## src/common/sapc_pkg.sv

```systemverilog
// Constants, types and helpers shared by the converter control logic.
// Contract
// - A falling start edge in idle, while powered up, begins a conversion.
// - Acquisition plus conversion ends within 2.5 us.
// - Result valid 75 ns before busy rises.
// - Power-down low: nap if selected, else sleep.
// - Output code is two's complement bipolar.
// - Busy low throughout conversion, high when valid.
// - Start and read ignored without chip select.
// - Drive data only while read and select low.
// - Running conversion cannot be restarted.
`default_nettype none

package sapc_pkg;

    localparam int RES_BITS = 14;
    typedef logic [RES_BITS-1:0] sapc_word_t;

    localparam int CLK_PERIOD_PS = 4000;
    localparam int CONV_TIME_NS = 1900;
    localparam int DATA_LEAD_NS = 75;
    localparam int ACQ_CONV_MAX_NS = 2500;

    // Longest times round down, least times round up.
    localparam int CONV_CYC = (CONV_TIME_NS * 1000) / CLK_PERIOD_PS;
    localparam int BIT_CYC = CONV_CYC / RES_BITS;
    localparam int LEAD_CYC = (DATA_LEAD_NS * 1000 + CLK_PERIOD_PS - 1) / CLK_PERIOD_PS;
    localparam int ACQ_CONV_MAX_CYC = (ACQ_CONV_MAX_NS * 1000) / CLK_PERIOD_PS;

    localparam int BIT_CNT_W = 6;
    localparam int IDX_W = 4;
    localparam int LEAD_W = 5;
    localparam int SPAN_W = 10;
    localparam int FIFO_DEPTH = 4;

    localparam logic [IDX_W-1:0] MSB_INDEX = 4'hd;
    localparam sapc_word_t BIPOLAR_FLIP = 14'h2000;
    localparam sapc_word_t WORD_ZERO = 14'h0000;
    localparam logic BUSY_RESET = 1'b1;

    typedef enum logic [2:0] {
        ST_IDLE = 3'b000,
        ST_CONV = 3'b001,
        ST_PUSH = 3'b011,
        ST_POP = 3'b010,
        ST_LEAD = 3'b110
    } sapc_state_e;

    // Moves between offset binary and two's complement.
    function automatic sapc_word_t sapc_flip(input sapc_word_t w);
        sapc_flip = w ^ BIPOLAR_FLIP;
    endfunction

endpackage

`default_nettype wire

```

## src/hw/sapc_core.sv

```systemverilog
// Conversion control, successive approximation and three-state output of the converter.
`timescale 1ns/1ps
`default_nettype none

module sapc_core (
    input wire logic sys_clk,
    input wire logic rstn,
    input wire logic chip_select_n,
    input wire logic conversion_start_n,
    input wire logic read_n,
    input wire logic power_down_n,
    input wire sapc_pkg::sapc_word_t analog_sample,
    output logic busy,
    output var sapc_pkg::sapc_word_t result_bus,
    output logic result_bus_oe,
    output logic nap_mode,
    output logic sleep_mode
);
    import sapc_pkg::*;

    sapc_state_e state;
    sapc_state_e next_state;
    logic start_prev;
    sapc_word_t target;
    sapc_word_t trial;
    logic [BIT_CNT_W-1:0] bit_cnt;
    logic [IDX_W-1:0] bit_idx;
    logic [LEAD_W-1:0] lead_cnt;

    wire logic start_fall;
    wire logic start_take;
    wire logic read_active;
    wire logic bit_done;
    wire logic last_bit;
    wire sapc_word_t trial_bit;
    wire logic keep_bit;
    wire logic lead_done;
    wire logic fifo_in_valid;
    wire logic fifo_in_ready;
    wire sapc_word_t fifo_in_data;
    wire logic fifo_out_valid;
    wire logic fifo_out_ready;
    wire sapc_word_t fifo_out_data;
    wire logic pop;

    // Start and read only count while the part is selected.
    assign start_fall = start_prev & ~conversion_start_n & ~chip_select_n;
    // Edges outside idle are dropped, so a running conversion runs to its end.
    assign start_take = start_fall & power_down_n & (state == ST_IDLE);
    assign read_active = ~read_n & ~chip_select_n;
    assign bit_done = (bit_cnt == BIT_CNT_W'(BIT_CYC - 1));
    assign last_bit = (bit_idx == '0);
    assign trial_bit = trial | (sapc_word_t'(1) << bit_idx);
    assign keep_bit = (trial_bit <= target);
    assign lead_done = (lead_cnt == LEAD_W'(LEAD_CYC - 1));
    assign fifo_in_valid = (state == ST_PUSH);
    assign fifo_in_data = sapc_flip(trial);
    // The output latch holds still while the host is reading it.
    assign fifo_out_ready = (state == ST_POP) & ~read_active;
    assign pop = fifo_out_valid & fifo_out_ready;

    sapc_fifo #(
        .WIDTH(RES_BITS),
        .DEPTH(FIFO_DEPTH)
    ) u_fifo (
        .sys_clk(sys_clk),
        .rstn(rstn),
        .in_valid(fifo_in_valid),
        .in_ready(fifo_in_ready),
        .in_data(fifo_in_data),
        .out_valid(fifo_out_valid),
        .out_ready(fifo_out_ready),
        .out_data(fifo_out_data)
    );

    always_comb begin
        next_state = state;
        case (state)
            ST_IDLE: begin
                if (start_take) begin
                    next_state = ST_CONV;
                end
            end
            ST_CONV: begin
                if (bit_done && last_bit) begin
                    next_state = ST_PUSH;
                end
            end
            ST_PUSH: begin
                if (fifo_in_ready) begin
                    next_state = ST_POP;
                end
            end
            ST_POP: begin
                if (pop) begin
                    next_state = ST_LEAD;
                end
            end
            ST_LEAD: begin
                if (lead_done) begin
                    next_state = ST_IDLE;
                end
            end
            default: begin
                next_state = ST_IDLE;
            end
        endcase
    end

    always_ff @(posedge sys_clk) begin
        if (!rstn) begin
            state <= ST_IDLE;
            busy <= BUSY_RESET;
            start_prev <= 1'b1;
        end else begin
            state <= next_state;
            busy <= (next_state == ST_IDLE);
            start_prev <= conversion_start_n;
        end
    end

    // Bit decisions run from the most significant bit down on offset binary.
    always_ff @(posedge sys_clk) begin
        if (!rstn) begin
            target <= WORD_ZERO;
            trial <= WORD_ZERO;
            bit_cnt <= '0;
            bit_idx <= MSB_INDEX;
        end else if (start_take) begin
            target <= sapc_flip(analog_sample);
            trial <= WORD_ZERO;
            bit_cnt <= '0;
            bit_idx <= MSB_INDEX;
        end else if (state == ST_CONV) begin
            bit_cnt <= bit_done ? '0 : bit_cnt + 1'b1;
            if (bit_done) begin
                trial <= keep_bit ? trial_bit : trial;
                bit_idx <= last_bit ? bit_idx : bit_idx - 1'b1;
            end
        end
    end

    always_ff @(posedge sys_clk) begin
        if (!rstn) begin
            lead_cnt <= '0;
        end else begin
            lead_cnt <= (state == ST_LEAD) ? lead_cnt + 1'b1 : '0;
        end
    end

    always_ff @(posedge sys_clk) begin
        if (!rstn) begin
            result_bus <= WORD_ZERO;
            result_bus_oe <= 1'b0;
            nap_mode <= 1'b0;
            sleep_mode <= 1'b0;
        end else begin
            if (pop) begin
                result_bus <= fifo_out_data;
            end
            result_bus_oe <= read_active;
            nap_mode <= ~power_down_n & ~chip_select_n;
            sleep_mode <= ~power_down_n & chip_select_n;
        end
    end

    // Helper counters for the checks below.
    logic [SPAN_W-1:0] low_cnt;
    logic stalled;
    logic [LEAD_W-1:0] latch_age;

    always_ff @(posedge sys_clk) begin
        if (!rstn) begin
            low_cnt <= '0;
            stalled <= 1'b0;
            latch_age <= '0;
        end else begin
            if (busy) begin
                low_cnt <= '0;
                stalled <= 1'b0;
            end else begin
                low_cnt <= (low_cnt == '1) ? low_cnt : low_cnt + 1'b1;
                stalled <= stalled | (fifo_in_valid & ~fifo_in_ready) | ((state == ST_POP) & ~pop);
            end
            if (pop) begin
                latch_age <= '0;
            end else if (latch_age != '1) begin
                latch_age <= latch_age + 1'b1;
            end
        end
    end

    AST_START_BEGINS: assert property (@(posedge sys_clk) disable iff (!rstn)
        start_take |=> (state == ST_CONV) && !busy)
        else $error("Accepted start edge did not begin a conversion.");

    AST_CYCLE_TIME: assert property (@(posedge sys_clk) disable iff (!rstn)
        $rose(busy) && !stalled |-> low_cnt <= SPAN_W'(ACQ_CONV_MAX_CYC))
        else $error("Conversion cycle exceeded its longest time.");

    AST_DATA_LEAD: assert property (@(posedge sys_clk) disable iff (!rstn)
        $rose(busy) |-> latch_age >= LEAD_W'(LEAD_CYC))
        else $error("Busy rose too soon after the result was latched.");

    AST_NAP_SLEEP: assert property (@(posedge sys_clk) disable iff (!rstn)
        !power_down_n |=> (nap_mode == !$past(chip_select_n)) && (sleep_mode == $past(chip_select_n)))
        else $error("Power-down mode does not follow chip select.");

    AST_TWOS_CODE: assert property (@(posedge sys_clk) disable iff (!rstn)
        fifo_in_valid && fifo_in_ready |-> fifo_in_data == sapc_flip(target))
        else $error("Result code does not match the held sample.");

    AST_BUSY_LOW: assert property (@(posedge sys_clk) disable iff (!rstn)
        $fell(busy) |-> !busy [*8] ##1 (state != ST_IDLE))
        else $error("Busy rose while a conversion was running.");

    AST_DESELECT_IGNORED: assert property (@(posedge sys_clk) disable iff (!rstn)
        chip_select_n && (state == ST_IDLE) |=> (state == ST_IDLE) && $stable(target))
        else $error("Start acted while chip select was high.");

    AST_DRIVE_WINDOW: assert property (@(posedge sys_clk) disable iff (!rstn)
        ##1 result_bus_oe == $past(!read_n && !chip_select_n))
        else $error("Data drivers enabled outside the read window.");

    AST_NO_RESTART: assert property (@(posedge sys_clk) disable iff (!rstn)
        (state == ST_CONV) && start_fall |=> $stable(target) && (bit_idx <= $past(bit_idx)))
        else $error("A running conversion was restarted.");

    COV_CONVERSION_DONE: cover property (@(posedge sys_clk) disable iff (!rstn) $rose(busy));
    COV_READ_RESULT: cover property (@(posedge sys_clk) disable iff (!rstn) busy && result_bus_oe);
    COV_READ_STALL: cover property (@(posedge sys_clk) disable iff (!rstn) (state == ST_POP) && read_active);
    COV_NAP: cover property (@(posedge sys_clk) disable iff (!rstn) nap_mode);

endmodule

`default_nettype wire

```

## src/hw/sapc_fifo.sv

```systemverilog
// Small flip-flop FIFO with valid and ready on both sides.
`timescale 1ns/1ps
`default_nettype none

module sapc_fifo #(
    parameter int WIDTH = 14,
    parameter int DEPTH = 4
) (
    input wire logic sys_clk,
    input wire logic rstn,
    input wire logic in_valid,
    output logic in_ready,
    input wire logic [WIDTH-1:0] in_data,
    output logic out_valid,
    input wire logic out_ready,
    output logic [WIDTH-1:0] out_data
);
    localparam int PTR_W = (DEPTH > 1) ? $clog2(DEPTH) : 1;
    localparam int CNT_W = $clog2(DEPTH + 1);

    logic [WIDTH-1:0] store [DEPTH];
    logic [PTR_W-1:0] wr_ptr;
    logic [PTR_W-1:0] rd_ptr;
    logic [CNT_W-1:0] count;
    logic push;
    logic pop;

    function automatic logic [PTR_W-1:0] step(input logic [PTR_W-1:0] p);
        step = (p == PTR_W'(DEPTH - 1)) ? '0 : p + 1'b1;
    endfunction

    assign in_ready = (count != CNT_W'(DEPTH));
    assign out_valid = (count != '0);
    assign out_data = store[rd_ptr];
    assign push = in_valid & in_ready;
    assign pop = out_valid & out_ready;

    always_ff @(posedge sys_clk) begin
        if (!rstn) begin
            wr_ptr <= '0;
            rd_ptr <= '0;
            count <= '0;
        end else begin
            if (push) begin
                wr_ptr <= step(wr_ptr);
            end
            if (pop) begin
                rd_ptr <= step(rd_ptr);
            end
            count <= count + CNT_W'(push) - CNT_W'(pop);
        end
    end

    always_ff @(posedge sys_clk) begin
        if (push) begin
            store[wr_ptr] <= in_data;
        end
    end

endmodule

`default_nettype wire

```

## config.mk

```make
export PLATFORM = sky130hd
export DESIGN_NAME = sapc_core
export DESIGN_NICKNAME = d
export VERILOG_FILES = /design/src/common/sapc_pkg.sv /design/src/hw/sapc_core.sv /design/src/hw/sapc_fifo.sv
export SDC_FILE = /design/constraint.sdc
export NUM_CORES = 1
export LEC_CHECK = 0
export ABC_AREA = 1
export BUFFER_PORTS_ARGS = -buffer_cell sky130_fd_sc_hd__buf_2
export CORE_AREA = 4 4 124 126
export CTS_CLUSTER_DIAMETER = 100
export DETAILED_ROUTE_END_ITERATION = 12
export DIE_AREA = 0 0 128 130
export SYNTH_ARGS = -nofsm -noshare
export SYNTH_HDL_FRONTEND = slang
export SYNTH_HIERARCHICAL = 1
export SYNTH_SLANG_ARGS = --single-unit
```

## constraint.sdc

```tcl
create_clock -name sys_clk -period 2.6 [get_ports sys_clk]
set_input_delay 0.13 -clock sys_clk [delete_from_list [all_inputs] [get_ports sys_clk]]
set_output_delay 0.13 -clock sys_clk [all_outputs]
set_load 0.005 [all_outputs]
```

==> impl_metrics.json, run 1 <==
{
  "synth-adder-area-share": 0.07080,
  "ys_ff_latch": 130,
  "num_rows": 44,
  "yosysUniqueCellTypes": 39,
  "setup_tns_ns": 0,
  "fp.dieH_um": 130,
  "grt_first_pass_wirelength_um": 18910,
  "synth_area_per_cell_um2": 9.449,
  "synth_fp_nets": 642,
  "hold_start": "chip_select_n",
  "start_util": 0.3901,
  "yosys.area_share.simple": 0.1620,
  "cts_tree": "yes",
  "synth_top_family_by_area": "simple AND/OR/NAND/NOR gates",
  "rsz0062_at_grt": "no",
  "die_area_um2": 16640,
  "antenna_found_initial": 0,
  "drtAntennaViolNets": 0,
  "yosys.area.top_type": "edfxtp_1",
  "setup_viol": 0,
  "crit_top_cell": "nand2_1",
  "place_ws_ns": 0.1390,
  "first_pass_iters": 6,
  "synth_mux_area_frac": 0,
  "cts.sinks": 130,
  "p_leak_nw": 2.522,
  "required_ns": 2.93,
  "h-tree-depth": 4,
  "async_flop_share": 0,
  "fin_crit_sh": 0.8862,
  "r2r_setup_slack_ns": 0.30,
  "yosys_warnings": 6,
  "crit_buf_inv": 0,
  "synth_edf_count": 56,
  "synth.cell_area_um2": 5584,
  "hold_path.class": "in -> reg",
  "drc": 0,
  "critPathTopFamily": "simple AND/OR/NAND/NOR gates",
  "worst_setup_hold_path_clk_slew_ns": 0.05,
  "dp_cells": 801,
  "critPathLaunchType": "register",
  "layout-drive-gt1-share": 0.1513,
  "dp_hpwl_um": 7801,
  "layout_min_cycle_time_ns": 2.304,
  "cts_root_buffer": "clkbuf_16",
  "synthFlopType": "dfxtp_1",
  "worst_setup_path_end_kind": "register",
  "layout.nets": 699,
  "fin_total_pwr_mw": 4.643,
  "numCtsBuffers": 17,
  "synth_xor_xnor_area_share": 0.004705,
  "skew_ns": 0.01034,
  "grt_overflow_total": 0,
  "core_area_um2": 14310,
  "vdd_ir_drop_max_uv": 420.3,
  "slew_violations": 0,
  "reg2reg_to": "trial[13]",
  "fmax_mhz": 434.0,
  "num_antenna_cells": 0,
  "relSlewSlack": 0.6002,
  "grt_max_degree": 29,
  "arrival_ns": 2.63,
  "synthTopCellsByArea": "edfxtp_1 30%, dfxtp_1 27%, ha_1 6.7%",
  "min_to": "sleep_mode",
  "reg2reg_depth": 13,
  "insertion_delay_ns": 0.41,
  "io_pins": 38,
  "cts.path.max_buffers": 2,
  "worst_pin_slew_ns": 0.5988,
  "vias_per_cell": 4.826,
  "rr_startpoint": "bit_idx[0]",
  "powerDensity_nw_per_um2": 697.2,
  "io_buffers": 37,
  "netlist_instances": 591,
  "path_class": "reg -> reg",
  "path_cells": "ha_1 -> nand2_1 -> o21ai_0 -> ha_1 -> nand2_1 -> nor2_1 -> nand2_1 -> nand3_1 -> nand2_1 -> nand2_1 -> nand2_1 -> nand2_2 -> a21oi_1",
  "cp_slowest_cell": "o21ai_0",
  "post_drt_wl_per_cell_um": 13.32,
  "gp_congestion": 0.8269,
  "instances_no_fill": 845,
  "syn2layout_area_growth_pct": 19.25,
  "grt_use_total": 0.1450,
  "wl_um": 11250,
  "route.vias.total": 4078,
  "whs_path_depth": 2,
  "ys_seq_area_frac": 0.5664,
  "grt_pass1_vias": 3962,
  "maxCapViolations": 0,
  "hold_viol": 0,
  "fin_ws_ns": 0.2959,
  "critical-path-max-stage-delay_ns": 0.43,
  "status": "completed",
  "synth_top_area_frac": 0.3011,
  "fp.dieW_um": 128,
  "drtIter0Drc": 347,
  "synth-compound-area-share": 0.1237,
  "cp_max_fo": 13,
  "postCtsSetupBuffers": 0
}
==> repair_timing <==
action,in CTS,in global routing
hold buffers,12,0
gates resized for setup,0,4
setup endpoints to repair,0,13
endpoints found under the hold margin,12,0
==> flip-flops by register name (all words and copies together) (netlist names), 2 cells and up, named ones only <==
signal         flops
target            14
u_fifo/wr_ptr      2
u_fifo/count       3
state              3
u_fifo/store      56
bit_idx            4
result_bus        14
u_fifo/rd_ptr      2
bit_cnt            6
trial             14
lead_cnt           5
==> worst max-delay path by stage <==
stage | startpoint | to | slack [ns] | cells after the start
floorplan | state[0] | u_fifo/count[2] | 0.35 | 16
global placement | bit_idx[0] | trial[1] | 0.27 | 14
detailed placement | bit_idx[0] | trial[5] | 0.14 | 14
CTS | bit_idx[0] | trial[5] | 0.12 | 14
global route | bit_idx[1] | trial[5] | 0.05 | 13
finish | bit_idx[0] | trial[13] | 0.30 | 13
==> cell usage after synthesis (5+ instances only) <==
cell	count
dfxtp_1	74
nor2_1	67
a21oi_1	54
buf_4	6
inv_1	69
o22ai_1	14
nand3_1	28
o21ai_1	6
edfxtp_1	56
nand2_1	82
o21ai_0	49
ha_1	30
clkbuf_1	5
==> cell type report <==
class / instances / area (um^2)
Clock inverter: 13 / 160.2
Clock buffer: 19 / 442.9
Timing Repair Buffer: 58 / 372.9
Inverter: 72 / 270.3
Tap cell: 184 / 230.2
Fill cell: 1342 / 7655
Multi-Input combinational cell: 369 / 2019
Sequential cell: 130 / 3163
==> metrics by stage <==
step / cell area, um^2 / hold slack (ns) / util
global placement: 5933 / 0.3239 / 0.4145
floorplan: 5584 / 0.2061 / -
finish: 6659 / 0.01786 / 0.4652
CTS: 6656 / 0.0002811 / 0.4650
global route: 6659 / 0.009329 / 0.4652
detailed placement: 5933 / 0.3311 / 0.4145
==> report_power, final <==
group | switching, mW | internal [mW]
clock network | 0.857 | 1.53
logic | 0.0685 | 0.0511
registers | 0.00550 | 2.13
total | 0.931 | 3.71
==> cell families after synthesis <==
| group | count (synthesis) |
|---|---|
| compound gates | 130 |
| flops | 130 |
| xor+xnor | 3 |
| fa+ha+maj | 31 |
| buf+inv | 92 |
| simple gates | 205 |
==> layer usage <==
layer / vias up / wire, um / share of wire / global-route usage
li1: 2090 / - / - / -
met1: 1879 / 5173 / 0.46 / 0.1837
met2: 95 / 5369 / 0.48 / 0.2381
met3: 14 / 566 / 0.050 / 0.03930
met4: 0 / 143 / 0.013 / 0.05493
met5: - / 0 / 0 / 0
==> cells in the final DEF, fill, tap and decap left out, types with 9 or more instances in the layout <==
master / netlist / routed
o21ai_1: 6 / 9
nand2_1: 82 / 81
nand3_1: 28 / 28
inv_1: 69 / 69
ha_1: 30 / 30
o22ai_1: 14 / 14
dfxtp_1: 74 / 74
a21oi_1: 54 / 54
buf_2: 3 / 37
buf_4: 6 / 9
o21ai_0: 49 / 46
dlygate4sd3_1: 0 / 12
clkbuf_16: 0 / 17
edfxtp_1: 56 / 56
nor2_1: 67 / 67
(Power assumes the default switching activity.)
==> run 2, diff against run 1 <==
clock period = 2.85 ns   (was 2.6 ns; I/O delays follow)
==> run 2 against run 1 <==
Against the previous run: clock-buffer cell count increased by 3; clock skew about the same; routed wire length decreased by 1.6%; global-route usage decreased by 0.38 points; design area decreased by 1.1%; highest routed layer unchanged.
==> impl_metrics.json, run 2 (same netlist as run 1, synthesis figures left out) <==
{
  "postCtsHoldBufs": 7,
  "arrival_ns": 2.73,
  "antenna_found_initial": 0,
  "grt_overflow_total": 0,
  "hold_path.class": "in -> reg",
  "num_rows": 44,
  "layout-drive-gt1-share": 0.1435,
  "cts_root_buffer": "clkbuf_16",
  "p_switching_mw": 0.8183,
  "required_ns": 3.18,
  "critPathLaunchType": "register",
  "cts_resized": 0,
  "relSlewSlack": 0.6218,
  "status": "completed",
  "dp_hpwl_um": 7667,
  "syn2layout_area_growth_pct": 17.93,
  "top_register": "u_fifo/store",
  "fp.dieH_um": 130,
  "setup_viol": 0,
  "vias_per_cell": 4.715,
  "grt_max_degree": 29,
  "slew_violations": 0,
  "die_area_um2": 16640,
  "mostFrequentLayoutCell": "nand2_1",
  "start_util": 0.3901,
  "grt_use_total": 0.1412,
  "worst_setup_path_end_kind": "register",
  "drtIter0Drc": 234,
  "setup_tns_ns": 0,
  "powerDensity_nw_per_um2": 636.9,
  "post_drt_wl_per_cell_um": 13.20,
  "postCtsSetupBuffers": 0,
  "holdWs_ns": 0.01968,
  "layout_min_cycle_time_ns": 2.391,
  "critical-path-max-stage-delay_ns": 0.38,
  "numCtsBuffers": 17,
  "drtAntennaViolNets": 0,
  "intPower_mw": 3.376,
  "cts.sinks": 130,
  "critPathTopFamily": "simple AND/OR/NAND/NOR gates",
  "insertion_delay_ns": 0.41,
  "core_area_um2": 14310,
  "postLayoutCoreUtil": 0.4601,
  "rsz0062_at_grt": "no",
  "mostFrequentLayoutCells": "82 x nand2_1, 74 x dfxtp_1, 69 x inv_1",
  "crit_buf_inv": 1,
  "first_pass_iters": 4,
  "cts.path.max_buffers": 2,
  "pwr-share-comb": 0.025,
  "cp_slowest_cell": "o21ai_0",
  "p_seq_frac": 0.465,
  "path_class": "reg -> reg",
  "grt_pass1_vias": 3762,
  "path_cells": "inv_1 -> ha_1 -> nand2_1 -> o21ai_0 -> ha_1 -> nand2_1 -> nor2_1 -> nand2_1 -> nand3_1 -> nand2_1 -> nand2_1 -> nand2_1 -> nand2_1 -> a21oi_1",
  "worst_setup_hold_path_clk_slew_ns": 0.05,
  "pwr-share-clk": 0.511,
  "route.vias.total": 3956,
  "gp_congestion": 0.8565,
  "fin_crit_sh": 0.8388,
  "fmax_mhz": 418.3,
  "maxCapViolations": 0,
  "drc": 0,
  "hold_viol": 0,
  "cts_tree": "yes",
  "cp_max_fo": 13,
  "largest_reg_flops": 56,
  "num_antenna_cells": 0,
  "fp.dieW_um": 128,
  "skew_ns": 0.01018,
  "vdd_ir_drop_max_uv": 447.1,
  "grt_first_pass_wirelength_um": 18180,
  "h-tree-depth": 4,
  "switching_share": 0.1951,
  "wl_um": 11070,
  "layout.nets": 693,
  "crit_top_cell": "nand2_1",
  "io_pins": 38,
  "worst_pin_slew_ns": 0.5666,
  "p_leak_nw": 2.481,
  "io_buffers": 37
}
run 2: final timing paths:
kind | start | end | slack (ns) | cells after the start
setup / recovery | bit_idx[0] | trial[13] | 0.46 | 14
hold / removal | analog_sample[8] | target[8] | 0.02 | 3
setup reg to reg | bit_idx[0] | trial[13] | 0.46 | 14
hold reg to reg | result_bus[5] | result_bus[5] | 0.46 | 2
run 2: cell type report:
cell class	instances	area, um^2
sequential	130	3163
clock buffer	22	454.2
fill	1361	7729
timing repair buffer	52	315.3
tap	184	230.2
multi-input combinational	369	2017
inverter	72	270.3
clock inverter	10	135.1
run 2: through the flow:
step / worst slack, ns / power [mW] / cell area, um^2 / cells
final: 0.4593 / 4.194 / 6585 / 839
after global routing: 0.1906 / 4.344 / 6585 / 839
after CTS: 0.4499 / 4.243 / 6585 / 839
after detailed placement: 0.4664 / 2.085 / 5926 / 800
after global placement: 0.5263 / 2.082 / 5926 / 800
after floorplan: 0.6008 / 2.048 / 5584 / 591
run 2: worst register-to-register path: cells and delay by family (launching register included):
| family | cells | cell delay, ns |
|---|---|---|
| compound gates | 2 | 0.61 |
| fa+ha+maj | 2 | 0.51 |
| buf+inv | 1 | 0.11 |
| flops | 1 | 0.34 |
| simple gates | 9 | 0.76 |
run 2: metal layers:
metal / vias to the layer above / part of all wire / GRT usage
met5: - / 0 / 0
met4: 0 / 0.021 / 0.06055
met3: 15 / 0.040 / 0.04339
met2: 64 / 0.47 / 0.2283
met1: 1795 / 0.47 / 0.1760
li1: 2082 / - / -
run 2: power by group through the flow:
stage	Clock (mW)	Sequential (mW)	Combinational [mW]
floorplan	0	1.99	0.0624
global placement	0	1.99	0.0956
detailed placement	0	1.99	0.0978
CTS	2.19	1.95	0.105
global route	2.28	1.95	0.120
finish	2.14	1.95	0.104
